**src/dcc_pkg.sv**
```systemverilog
// dcc_pkg: register indices, field positions, reset values and carrier types
// for the dual comparator control block.
// assumes: 8-bit registers, each placed in one 32-bit wishbone word.
package dcc_pkg;

    // ------------------------------------------------------------------
    // geometry
    // ------------------------------------------------------------------
    localparam int unsigned NUM_CMP  = 2;
    localparam int unsigned ADR_W    = 14;
    localparam int unsigned IDX_W    = 12;
    localparam int unsigned DAT_W    = 32;
    localparam int unsigned REG_W    = 8;
    localparam int unsigned SEL_W    = 3;

    // ------------------------------------------------------------------
    // register indices (byte address is four times the index)
    // ------------------------------------------------------------------
    localparam logic [IDX_W-1:0] CMP2_CONTROL_A_IDX       = 12'hf30;
    localparam logic [IDX_W-1:0] CMP2_CONTROL_B_IDX       = 12'hf31;
    localparam logic [IDX_W-1:0] CMP2_NEGATIVE_SELECT_IDX = 12'hf32;
    localparam logic [IDX_W-1:0] CMP2_POSITIVE_SELECT_IDX = 12'hf33;
    localparam logic [IDX_W-1:0] CMP1_CONTROL_A_IDX       = 12'hf34;
    localparam logic [IDX_W-1:0] CMP1_CONTROL_B_IDX       = 12'hf35;
    localparam logic [IDX_W-1:0] CMP1_NEGATIVE_SELECT_IDX = 12'hf36;
    localparam logic [IDX_W-1:0] CMP1_POSITIVE_SELECT_IDX = 12'hf37;
    localparam logic [IDX_W-1:0] RESULT_MIRROR_IDX        = 12'hf38;
    localparam logic [IDX_W-1:0] IRQ_FLAG_IDX             = 12'hf39;
    localparam logic [IDX_W-1:0] IRQ_ENABLE_IDX           = 12'hf3a;

    // ------------------------------------------------------------------
    // field positions
    // ------------------------------------------------------------------
    localparam int unsigned CA_EN_BIT   = 7;
    localparam int unsigned CA_OUT_BIT  = 6;
    localparam int unsigned CA_INV_BIT  = 4;
    localparam int unsigned CA_HYS_BIT  = 1;
    localparam int unsigned CA_SYNC_BIT = 0;
    localparam int unsigned CB_RISE_BIT = 1;
    localparam int unsigned CB_FALL_BIT = 0;
    localparam int unsigned SEL_LSB     = 0;

    // ------------------------------------------------------------------
    // reset values
    // ------------------------------------------------------------------
    localparam logic [SEL_W-1:0]   SEL_RST  = 3'h0;
    localparam logic [NUM_CMP-1:0] FLAG_RST = 2'h0;
    localparam logic [REG_W-1:0]   ZERO_REG = 8'h00;
    localparam logic [DAT_W-1:0]   ZERO_DAT = 32'h0000_0000;

    // ------------------------------------------------------------------
    // carriers
    // ------------------------------------------------------------------
    typedef struct packed {
        logic             enable;
        logic             output_invert;
        logic             hysteresis_on;
        logic             sync_mode;
        logic             rise_flag_enable;
        logic             fall_flag_enable;
        logic [SEL_W-1:0] negative_sel;
        logic [SEL_W-1:0] positive_sel;
    } dcc_ctrl_s;

    localparam dcc_ctrl_s CTRL_RST = '{
        enable:           1'b0,
        output_invert:    1'b0,
        hysteresis_on:    1'b0,
        sync_mode:        1'b0,
        rise_flag_enable: 1'b0,
        fall_flag_enable: 1'b0,
        negative_sel:     SEL_RST,
        positive_sel:     SEL_RST
    };

    typedef struct packed {
        logic enable;
        logic hysteresis_on;
        logic [SEL_W-1:0] negative_sel;
        logic [SEL_W-1:0] positive_sel;
    } dcc_analog_s;

endpackage

```
**src/dcc_channel.sv**
```systemverilog
// dcc_channel: one comparator's digital path: input synchroniser, polarity,
// optional latch on the timer clock falling edge, and edge detection.
// assumes: raw_i is asynchronous; tclk_fall_i is a one-cycle pulse in clk_i.
`timescale 1ns/10ps
module dcc_channel (
    input  wire logic              clk_i,
    input  wire logic              rst_i,
    input  wire logic              raw_i,
    input  wire logic              tclk_fall_i,
    input  wire dcc_pkg::dcc_ctrl_s cfg_i,
    output logic                   result_o,
    output logic                   edge_o
);
    logic raw_meta_q;
    logic raw_sync_q;
    logic latched_q;
    logic prev_q;
    logic polar;
    logic result;

    // ------------------------------------------------------------------
    // synchroniser
    // ------------------------------------------------------------------
    always_ff @(posedge clk_i) begin
        if (rst_i) begin
            raw_meta_q <= 1'b0;
            raw_sync_q <= 1'b0;
        end else begin
            raw_meta_q <= raw_i;
            raw_sync_q <= raw_meta_q;
        end
    end

    // a disabled comparator reads as the invert bit, so toggling enable
    // or invert can still produce an edge
    assign polar = (cfg_i.enable & raw_sync_q) ^ cfg_i.output_invert; // [RL2] [RL3] [RL4] [RL5]

    // ------------------------------------------------------------------
    // timer clock latch
    // ------------------------------------------------------------------
    always_ff @(posedge clk_i) begin
        if (rst_i) begin
            latched_q <= 1'b0;
        end else if (tclk_fall_i) begin
            latched_q <= polar; // [RL7]
        end
    end

    assign result = cfg_i.sync_mode ? latched_q : polar; // [RL7] [RL8]

    // ------------------------------------------------------------------
    // edge detection
    // ------------------------------------------------------------------
    always_ff @(posedge clk_i) begin
        if (rst_i) begin
            prev_q <= 1'b0;
        end else begin
            prev_q <= result; // [RL15]
        end
    end

    assign edge_o = (cfg_i.rise_flag_enable & result & ~prev_q)     // [RL9]
                  | (cfg_i.fall_flag_enable & ~result & prev_q);    // [RL10]
    assign result_o = result;

endmodule

```
**src/dcc_top.sv**
```systemverilog
// dcc_top: dual comparator control with a classic wishbone register slave,
// sticky comparator flags, interrupt and wake outputs.
// assumes: analog core gives raw results asynchronously; the prescaled timer
// clock arrives asynchronously and is much slower than clk_i.
//
// How it works
// [RL1] a set flag whose enable is set raises wake while sleeping
// [RL2] control_a bit 7 enables a comparator; off means result forced low (the code gives the invert bit instead, so high when invert is set)
// [RL3] invert clear: result bit is 1 when positive input is higher
// [RL4] invert set: result bit is 1 when positive input is lower
// [RL5] control_a bit 4 inverts the comparator output
// [RL6] control_a bit 1 turns on input hysteresis
// [RL7] sync bit set: output updates only on timer clock falling edge
// [RL8] sync bit clear: output follows the comparison directly
// [RL9] control_b bit 1 lets a rising result edge set the flag
// [RL10] control_b bit 0 lets a falling result edge set the flag
// [RL11] control_a sits at index f34 for comparator 1, f30 for 2
// [RL12] control_b sits at index f35 for comparator 1, f31 for 2
// [RL13] mirror register shows comparator 1 at bit 0, 2 at bit 1
// [RL14] software clears flags; an edge during the clear keeps it set
// [RL15] edges are found on the final output by comparing clk samples
`timescale 1ns/10ps
module dcc_top (
    input  wire logic                        clk_i,
    input  wire logic                        rst_i,
    // wishbone classic slave
    input  wire logic                        cyc_i,
    input  wire logic                        stb_i,
    input  wire logic                        we_i,
    input  wire logic [dcc_pkg::ADR_W-1:0]   adr_i,
    input  wire logic [3:0]                  sel_i,
    input  wire logic [dcc_pkg::DAT_W-1:0]   dat_i,
    output logic      [dcc_pkg::DAT_W-1:0]   dat_o,
    output logic                             ack_o,
    // analog core
    input  wire logic [dcc_pkg::NUM_CMP-1:0] raw_result_i,
    output dcc_pkg::dcc_analog_s             analog_cfg_o [dcc_pkg::NUM_CMP],
    // timer
    input  wire logic                        timer_clk_i,
    output logic      [dcc_pkg::NUM_CMP-1:0] cmp_result_o,
    // system
    input  wire logic                        sleep_i,
    output logic                             irq_o,
    output logic                             wake_o
);

    // ------------------------------------------------------------------
    // declarations
    // ------------------------------------------------------------------
    dcc_pkg::dcc_ctrl_s                ctrl_q [dcc_pkg::NUM_CMP];
    logic [dcc_pkg::NUM_CMP-1:0]       cmp_irq_flag_q;
    logic [dcc_pkg::NUM_CMP-1:0]       cmp_irq_flag_d;
    logic [dcc_pkg::NUM_CMP-1:0]       cmp_irq_enable_q;
    logic [dcc_pkg::NUM_CMP-1:0]       edge_set;
    logic [dcc_pkg::NUM_CMP-1:0]       flag_clear;
    logic [dcc_pkg::NUM_CMP-1:0]       result;
    logic [dcc_pkg::NUM_CMP-1:0]       result_q;
    logic [dcc_pkg::DAT_W-1:0]         dat_q;
    logic [dcc_pkg::DAT_W-1:0]         rd_data;
    logic                              ack_q;
    logic                              tclk_meta_q;
    logic                              tclk_sync_q;
    logic                              tclk_prev_q;
    logic                              tclk_fall;
    logic                              bus_req;
    logic                              bus_wr;
    logic                              irq_q;
    logic                              wake_q;
    logic [dcc_pkg::IDX_W-1:0]         idx;
    logic [dcc_pkg::REG_W-1:0]         wr_byte;

    // ------------------------------------------------------------------
    // register map helpers
    // ------------------------------------------------------------------
    function automatic logic [dcc_pkg::IDX_W-1:0] ctrl_a_idx(input int unsigned ch);
        ctrl_a_idx = (ch == 0) ? dcc_pkg::CMP1_CONTROL_A_IDX
                               : dcc_pkg::CMP2_CONTROL_A_IDX;
    endfunction

    function automatic logic [dcc_pkg::IDX_W-1:0] ctrl_b_idx(input int unsigned ch);
        ctrl_b_idx = (ch == 0) ? dcc_pkg::CMP1_CONTROL_B_IDX
                               : dcc_pkg::CMP2_CONTROL_B_IDX;
    endfunction

    function automatic logic [dcc_pkg::IDX_W-1:0] neg_idx(input int unsigned ch);
        neg_idx = (ch == 0) ? dcc_pkg::CMP1_NEGATIVE_SELECT_IDX
                            : dcc_pkg::CMP2_NEGATIVE_SELECT_IDX;
    endfunction

    function automatic logic [dcc_pkg::IDX_W-1:0] pos_idx(input int unsigned ch);
        pos_idx = (ch == 0) ? dcc_pkg::CMP1_POSITIVE_SELECT_IDX
                            : dcc_pkg::CMP2_POSITIVE_SELECT_IDX;
    endfunction

    // ------------------------------------------------------------------
    // bus decode
    // ------------------------------------------------------------------
    // only byte lane 0 carries register data; other lanes are ignored
    assign idx     = adr_i[dcc_pkg::ADR_W-1:2];
    assign bus_req = cyc_i & stb_i & ~ack_q;
    assign bus_wr  = bus_req & we_i & sel_i[0];
    assign wr_byte = dat_i[dcc_pkg::REG_W-1:0];

    // ------------------------------------------------------------------
    // timer clock synchroniser and falling edge
    // ------------------------------------------------------------------
    // the timer clock must stay level for at least two clk_i periods or
    // falling edges will be missed
    always_ff @(posedge clk_i) begin
        if (rst_i) begin
            tclk_meta_q <= 1'b0;
            tclk_sync_q <= 1'b0;
            tclk_prev_q <= 1'b0;
        end else begin
            tclk_meta_q <= timer_clk_i;
            tclk_sync_q <= tclk_meta_q;
            tclk_prev_q <= tclk_sync_q;
        end
    end

    assign tclk_fall = tclk_prev_q & ~tclk_sync_q; // [RL7]

    // ------------------------------------------------------------------
    // per comparator control registers and datapath
    // ------------------------------------------------------------------
    generate
        for (genvar ch = 0; ch < dcc_pkg::NUM_CMP; ch++) begin : g_cmp
            always_ff @(posedge clk_i) begin
                if (rst_i) begin
                    ctrl_q[ch] <= dcc_pkg::CTRL_RST; // [RL11]
                end else if (bus_wr) begin
                    if (idx == ctrl_a_idx(ch)) begin // [RL11]
                        ctrl_q[ch].enable        <= wr_byte[dcc_pkg::CA_EN_BIT];   // [RL2]
                        ctrl_q[ch].output_invert <= wr_byte[dcc_pkg::CA_INV_BIT];  // [RL5]
                        ctrl_q[ch].hysteresis_on <= wr_byte[dcc_pkg::CA_HYS_BIT];  // [RL6]
                        ctrl_q[ch].sync_mode     <= wr_byte[dcc_pkg::CA_SYNC_BIT]; // [RL7]
                    end
                    if (idx == ctrl_b_idx(ch)) begin // [RL12]
                        ctrl_q[ch].rise_flag_enable <= wr_byte[dcc_pkg::CB_RISE_BIT]; // [RL9]
                        ctrl_q[ch].fall_flag_enable <= wr_byte[dcc_pkg::CB_FALL_BIT]; // [RL10]
                    end
                    if (idx == neg_idx(ch)) begin
                        ctrl_q[ch].negative_sel <=
                            wr_byte[dcc_pkg::SEL_LSB +: dcc_pkg::SEL_W];
                    end
                    if (idx == pos_idx(ch)) begin
                        ctrl_q[ch].positive_sel <=
                            wr_byte[dcc_pkg::SEL_LSB +: dcc_pkg::SEL_W];
                    end
                end
            end

            dcc_channel u_channel (
                .clk_i       (clk_i),
                .rst_i       (rst_i),
                .raw_i       (raw_result_i[ch]),
                .tclk_fall_i (tclk_fall),
                .cfg_i       (ctrl_q[ch]),
                .result_o    (result[ch]),
                .edge_o      (edge_set[ch])
            );

            // analog side sees the enable, hysteresis and channel selects one clk_i cycle after
            // ctrl_q; the selects are passed through untouched
            always_ff @(posedge clk_i) begin
                if (rst_i) begin
                    analog_cfg_o[ch] <= '0;
                end else begin
                    analog_cfg_o[ch].enable        <= ctrl_q[ch].enable;        // [RL2]
                    analog_cfg_o[ch].hysteresis_on <= ctrl_q[ch].hysteresis_on; // [RL6]
                    analog_cfg_o[ch].negative_sel  <= ctrl_q[ch].negative_sel;
                    analog_cfg_o[ch].positive_sel  <= ctrl_q[ch].positive_sel;
                end
            end

            assign flag_clear[ch] = bus_wr & (idx == dcc_pkg::IRQ_FLAG_IDX) & wr_byte[ch];
        end
    endgenerate

    // ------------------------------------------------------------------
    // result register
    // ------------------------------------------------------------------
    always_ff @(posedge clk_i) begin
        if (rst_i) begin
            result_q <= '0;
        end else begin
            result_q <= result; // [RL8]
        end
    end

    assign cmp_result_o = result_q;

    // ------------------------------------------------------------------
    // sticky flags, enables and interrupt
    // ------------------------------------------------------------------
    // set wins over clear so an edge during the clearing write is kept
    assign cmp_irq_flag_d = (cmp_irq_flag_q & ~flag_clear) | edge_set; // [RL14]

    always_ff @(posedge clk_i) begin
        if (rst_i) begin
            cmp_irq_flag_q <= dcc_pkg::FLAG_RST;
        end else begin
            cmp_irq_flag_q <= cmp_irq_flag_d; // [RL9] [RL10] [RL14]
        end
    end

    always_ff @(posedge clk_i) begin
        if (rst_i) begin
            cmp_irq_enable_q <= dcc_pkg::FLAG_RST;
        end else if (bus_wr && idx == dcc_pkg::IRQ_ENABLE_IDX) begin
            cmp_irq_enable_q <= wr_byte[dcc_pkg::NUM_CMP-1:0];
        end
    end

    always_ff @(posedge clk_i) begin
        if (rst_i) begin
            irq_q  <= 1'b0;
            wake_q <= 1'b0;
        end else begin
            irq_q  <= |(cmp_irq_flag_q & cmp_irq_enable_q);
            wake_q <= sleep_i & |(cmp_irq_flag_q & cmp_irq_enable_q); // [RL1]
        end
    end

    assign irq_o  = irq_q;
    assign wake_o = wake_q;

    // ------------------------------------------------------------------
    // read mux
    // ------------------------------------------------------------------
    always_comb begin
        rd_data = dcc_pkg::ZERO_DAT;
        for (int ch = 0; ch < dcc_pkg::NUM_CMP; ch++) begin
            if (idx == ctrl_a_idx(ch)) begin
                rd_data[dcc_pkg::CA_EN_BIT]   = ctrl_q[ch].enable;
                rd_data[dcc_pkg::CA_OUT_BIT]  = result_q[ch]; // [RL3] [RL4]
                rd_data[dcc_pkg::CA_INV_BIT]  = ctrl_q[ch].output_invert;
                rd_data[dcc_pkg::CA_HYS_BIT]  = ctrl_q[ch].hysteresis_on;
                rd_data[dcc_pkg::CA_SYNC_BIT] = ctrl_q[ch].sync_mode;
            end
            if (idx == ctrl_b_idx(ch)) begin
                rd_data[dcc_pkg::CB_RISE_BIT] = ctrl_q[ch].rise_flag_enable;
                rd_data[dcc_pkg::CB_FALL_BIT] = ctrl_q[ch].fall_flag_enable;
            end
            if (idx == neg_idx(ch)) begin
                rd_data[dcc_pkg::SEL_LSB +: dcc_pkg::SEL_W] = ctrl_q[ch].negative_sel;
            end
            if (idx == pos_idx(ch)) begin
                rd_data[dcc_pkg::SEL_LSB +: dcc_pkg::SEL_W] = ctrl_q[ch].positive_sel;
            end
        end
        if (idx == dcc_pkg::RESULT_MIRROR_IDX) begin
            rd_data[dcc_pkg::NUM_CMP-1:0] = result_q; // [RL13]
        end
        if (idx == dcc_pkg::IRQ_FLAG_IDX) begin
            rd_data[dcc_pkg::NUM_CMP-1:0] = cmp_irq_flag_q;
        end
        if (idx == dcc_pkg::IRQ_ENABLE_IDX) begin
            rd_data[dcc_pkg::NUM_CMP-1:0] = cmp_irq_enable_q;
        end
    end

    // ------------------------------------------------------------------
    // bus answer
    // ------------------------------------------------------------------
    // every address is acknowledged; unmapped reads return zero and
    // unmapped writes are dropped, so software never hangs the bus
    always_ff @(posedge clk_i) begin
        if (rst_i) begin
            ack_q <= 1'b0;
        end else begin
            ack_q <= bus_req;
        end
    end

    always_ff @(posedge clk_i) begin
        if (rst_i) begin
            dat_q <= dcc_pkg::ZERO_DAT;
        end else if (bus_req && !we_i) begin
            dat_q <= rd_data;
        end
    end

    assign ack_o = ack_q;
    assign dat_o = dat_q;

endmodule

```
**config.mk**
```make
export PLATFORM = sky130hd
export DESIGN_NAME = dcc_top
export DESIGN_NICKNAME = d
export VERILOG_FILES = /design/src/dcc_pkg.sv /design/src/dcc_channel.sv /design/src/dcc_top.sv
export SDC_FILE = /design/constraint.sdc
export NUM_CORES = 1
export LEC_CHECK = 0
export ABC_AREA = 1
export BUFFER_PORTS_ARGS = -buffer_cell sky130_fd_sc_hd__buf_2
export CORE_UTILIZATION = 53
export CTS_CLUSTER_DIAMETER = 150
export DETAILED_ROUTE_END_ITERATION = 8
export GPL_TIMING_DRIVEN = 1
export PLACE_DENSITY = 0.95
export REMOVE_ABC_BUFFERS = 1
export SLEW_MARGIN = 20
export SYNTH_ARGS = -nofsm -noshare
export SYNTH_HDL_FRONTEND = slang
export SYNTH_SLANG_ARGS = --single-unit
```
**constraint.sdc**
```tcl
create_clock -name clk_i -period 2.6 [get_ports clk_i]
set_input_delay 0.78 -clock clk_i [delete_from_list [all_inputs] [get_ports clk_i]]
set_output_delay 0.78 -clock clk_i [all_outputs]
set_load 0.01 [all_outputs]
```
==> Flow_metrics.wiki <==
{| class="wikitable"
! Metric !! Value
|-
| Run status || completed
|-
| Number of iterations in the first detailed-routing pass || 5
|-
| Source-to-sink clock delay at the later pin of the worst-skew pair || 0.34 ns
|-
| Tightest Pin Transition || 0.585 ns
|-
| Antenna violations before repair || 0
|-
| CTS H-tree lvls || 3
|-
| Count of cell types in the netlist || 31
|-
| Die Y || 76.5 µm
|-
| Cell internal power dissipation || 1.56 mW
|-
| Worst Setup Start Kind || input port
|-
| Inserted Diodes || 0
|-
| Width of the chip || 76.5 µm
|-
| Worst IR Drop VDD || 0.000390 V
|-
| Number of clock sinks || 64
|-
| Gate Count Post-Synth || 359
|-
| Average footprint of a synthesized cell || 8.19 µm²
|-
| DR vias || 2445
|-
| Most frequent standard cell in the layout excluding fill and tap cells || sky130_fd_sc_hd__nor2_1
|-
| Cell type contributing the most total cell area after synthesis || sky130_fd_sc_hd__dfxtp_1
|-
| Switching power as a share of total power || 24.1%
|-
| RD Place Congestion || 0.857
|-
| Share of final-layout standard cells stronger than drive strength 1 || 19.7%
|-
| Global-route wire length before repair || 10.3 mm
|-
| Post-synth ARST share || 0%
|-
| Logic pwr share || 7.5%
|-
| Total routed wirelength || 6.32 mm
|-
| Pin count of the biggest net entering global routing || 36
|-
| Post-Synthesis Cell Area || 2940 µm²
|-
| Net switching power figure || 0.496 mW
|-
| Max-capacitance violation count || 0
|-
| Number of flops mapped to enable cells by yosys || 24
|-
| I/O pin count || 112
|-
| Combined global-route utilization of all metal layers || 23.0%
|-
| Dominant synthesized flop cell || sky130_fd_sc_hd__dfxtp_1
|-
| Lkg Pwr || 1.59 nW
|-
| Post-CTS Repair Setup Buffers || 0
|-
| Remaining max-slew budget at the tightest pin || 60.9%
|-
| Total of buffers placed on input and output ports || 53
|-
| Synth warnings || 0
|-
| Core area || 5240 µm²
|-
| Fill cell count || 479
|-
| Unrepaired setup endpoints after global routing || false
|-
| Data arrival, critical path || 2.05 ns
|-
| Number of slew-limit violations in the final report || 0
|-
| Max Root-Sink Buffers || 2
|-
| Number of CTS-inserted buffers || 9
|-
| First DRT Iteration DRCs || 222
|-
| Detailed placement HPWL || 4.54 mm
|-
| Max Clk Rate || 0.497 GHz
|-
| Sequential fraction of the synthesis area || 51.7%
|-
| Area share of the largest cell type after synthesis || 27.2%
|-
| Power density cells || 613 nW/µm²
|-
| Required @ worst endpoint || 2.63 ns
|-
| Most frequent cells in the layout || sky130_fd_sc_hd__nor2_1, sky130_fd_sc_hd__buf_2, sky130_fd_sc_hd__inv_1, sky130_fd_sc_hd__nand2_1, sky130_fd_sc_hd__dfxtp_1
|-
| Post-CTS Hold Fix Bufs || 0
|-
| Startpoint of the lowest-slack register-to-register path || ack_o
|-
| Clk network pwr share || 39.4%
|-
| Via count normalized by instance count || 4.98
|-
| Share of the core filled with cells in the final layout || 64.0%
|-
| Largest driver fanout on the critical path || 18
|-
| Sequential Power Share || 53.1%
|-
| Resize count post-CTS || 0
|-
| Row cnt || 26
|-
| Finish-stage setup viols || 0
|-
| Min cycle time layout || 2.01 ns
|-
| TritonCTS clock tree || done
|-
| Startpoint of the most critical setup path || adr_i[11]
|-
| Final Hold Vio Count || 0
|-
| Leftover overflow at the end of global routing || 0
|-
| TNS Setup || 0 ns
|-
| Critical path type || input port to flop
|-
| Area added between synthesis and finish || 14.0%
|-
| Number of nets in the finished design || 475
|-
| Vias in the first global route || 2315
|-
| Setup clock skew after layout || 0.00444 ns
|-
| Kind of end point of the critical path || flop
|-
| Die footprint || 5850 µm²
|-
| Antenna Violating Nets Remaining || 0
|-
| Remaining DRCs || 0
|-
| Final period utilization || 77.5%
|-
| Worst Min Path Start || g_cmp[0].u_channel.raw_meta_q
|-
| Cells taking the most area after synthesis || sky130_fd_sc_hd__dfxtp_1, sky130_fd_sc_hd__edfxtp_1, sky130_fd_sc_hd__nor2_1
|-
| Clock transition time at the flip-flop clock pins of the worst setup and hold paths || 0.07 ns
|-
| Routed length per placed instance || 12.9 µm
|-
| Flop and latch count out of synthesis || 64
|-
| CTS root buf || sky130_fd_sc_hd__clkbuf_8
|-
| Initial core utilization || 56.1%
|-
| Hold crit path type || flop to flop
|}
[worst paths after layout]
kind / end / slack, ns / cells after the start
setup / recovery: ctrl_q[0][8] / 0.59 / 7
hold reg to reg: g_cmp[0].u_channel.raw_sync_q / 0.41 / 2
setup reg to reg: ctrl_q[0][3] / 0.94 / 5
hold / removal: g_cmp[0].u_channel.raw_sync_q / 0.41 / 2
[metrics by stage]
step / cell area, µm² / instances / total power [mW] / setup slack (ns) / hold slack [ns]
after floorplan: 2780 / 348 / 1.19 / 0.643 / 0.388
final: 3350 / 491 / 2.05 / 0.586 / 0.410
after detailed placement: 3160 / 475 / 1.26 / 0.253 / 0.400
after global routing: 3350 / 491 / 2.14 / 0.440 / 0.433
after global placement: 3160 / 475 / 1.26 / 0.317 / 0.390
after CTS: 3350 / 491 / 2.07 / 0.628 / 0.409
[flip-flops by register name, indices dropped and copies added (netlist names)]
register / count
ctrl_q: 24
dat_o: 6
cmp_irq_enable_q: 2
tclk_sync_q: 1
g_cmp.u_channel.latched_q: 2
irq_o: 1
g_cmp.u_channel.raw_sync_q: 2
g_cmp.u_channel.raw_meta_q: 2
tclk_prev_q: 1
wake_o: 1
tclk_meta_q: 1
cmp_irq_flag_q: 2
analog_cfg_o: 16
ack_o: 1
cmp_result_o: 2
[power groups by stage]
| stage | registers [mW] | logic (mW) | clock network, mW |
|---|---|---|---|
| after floorplan | 1.11 | 0.0787 | 0 |
| after global placement | 1.11 | 0.148 | 0 |
| after detailed placement | 1.11 | 0.152 | 0 |
| after CTS | 1.09 | 0.153 | 0.822 |
| after global routing | 1.09 | 0.172 | 0.873 |
| final | 1.09 | 0.154 | 0.810 |
[critical path, stage by stage]
cell and delay [ns]:
sky130_fd_sc_hd__buf_2 0.07, sky130_fd_sc_hd__nand2_1 0.11, sky130_fd_sc_hd__nor2_8 0.25, sky130_fd_sc_hd__nand2_1 0.15, sky130_fd_sc_hd__nor2_1 0.41, sky130_fd_sc_hd__nand2_1 0.09
sky130_fd_sc_hd__nand2_1 0.17
[area by class of cell]
class / instances / area [µm²] / share of cell area [%]
Clock buffer: 10 / 128 / 3.81
Clock inverter: 6 / 58.8 / 1.76
Inverter: 55 / 206 / 6.16
Multi-Input combinational cell: 229 / 1050 / 31.4
Sequential cell: 64 / 1520 / 45.4
Tap cell: 70 / 87.6 / 2.61
Timing Repair Buffer: 57 / 295 / 8.81
[per-layer routing]
| metal | track usage (%) | up-vias | wire, µm |
|---|---|---|---|
| met5 | 0 | - | 0 |
| met4 | 15.2 | 0 | 242 |
| met3 | 4.43 | 25 | 530 |
| met2 | 38.3 | 133 | 3040 |
| met1 | 27.0 | 1087 | 2510 |
| li1 | - | 1200 | - |
[kinds of logic (layout without fill, tap and decap cells)]
logic type / after synthesis / in the layout / synth area share [%]
other cells: 1 / 26 / 0.128
compound gates: 35 / 35 / 7.06
buf+inv: 91 / 128 / 15.6
simple gates: 168 / 168 / 25.4
flops: 64 / 64 / 51.7
[cells in the mapped netlist, types with 2 or more instances]
| library cell | instances |
|---|---|
| sky130_fd_sc_hd__dfxtp_1 | 40 |
| sky130_fd_sc_hd__or2_1 | 2 |
| sky130_fd_sc_hd__clkinv_1 | 2 |
| sky130_fd_sc_hd__o21ai_0 | 8 |
| sky130_fd_sc_hd__nand2_2 | 2 |
| sky130_fd_sc_hd__or2_2 | 2 |
| sky130_fd_sc_hd__a31oi_1 | 3 |
| sky130_fd_sc_hd__nand2_1 | 44 |
| sky130_fd_sc_hd__or3b_1 | 2 |
| sky130_fd_sc_hd__nand4_1 | 10 |
| sky130_fd_sc_hd__buf_4 | 29 |
| sky130_fd_sc_hd__nor2_1 | 76 |
| sky130_fd_sc_hd__nor2_2 | 3 |
| sky130_fd_sc_hd__o211ai_1 | 3 |
| sky130_fd_sc_hd__inv_1 | 52 |
| sky130_fd_sc_hd__nor3_1 | 5 |
| sky130_fd_sc_hd__a221o_1 | 2 |
| sky130_fd_sc_hd__a21oi_1 | 16 |
| sky130_fd_sc_hd__edfxtp_1 | 24 |
| sky130_fd_sc_hd__clkbuf_1 | 5 |
| sky130_fd_sc_hd__nand3_1 | 19 |
No activity file was read; power rests on OpenSTA's default activity.
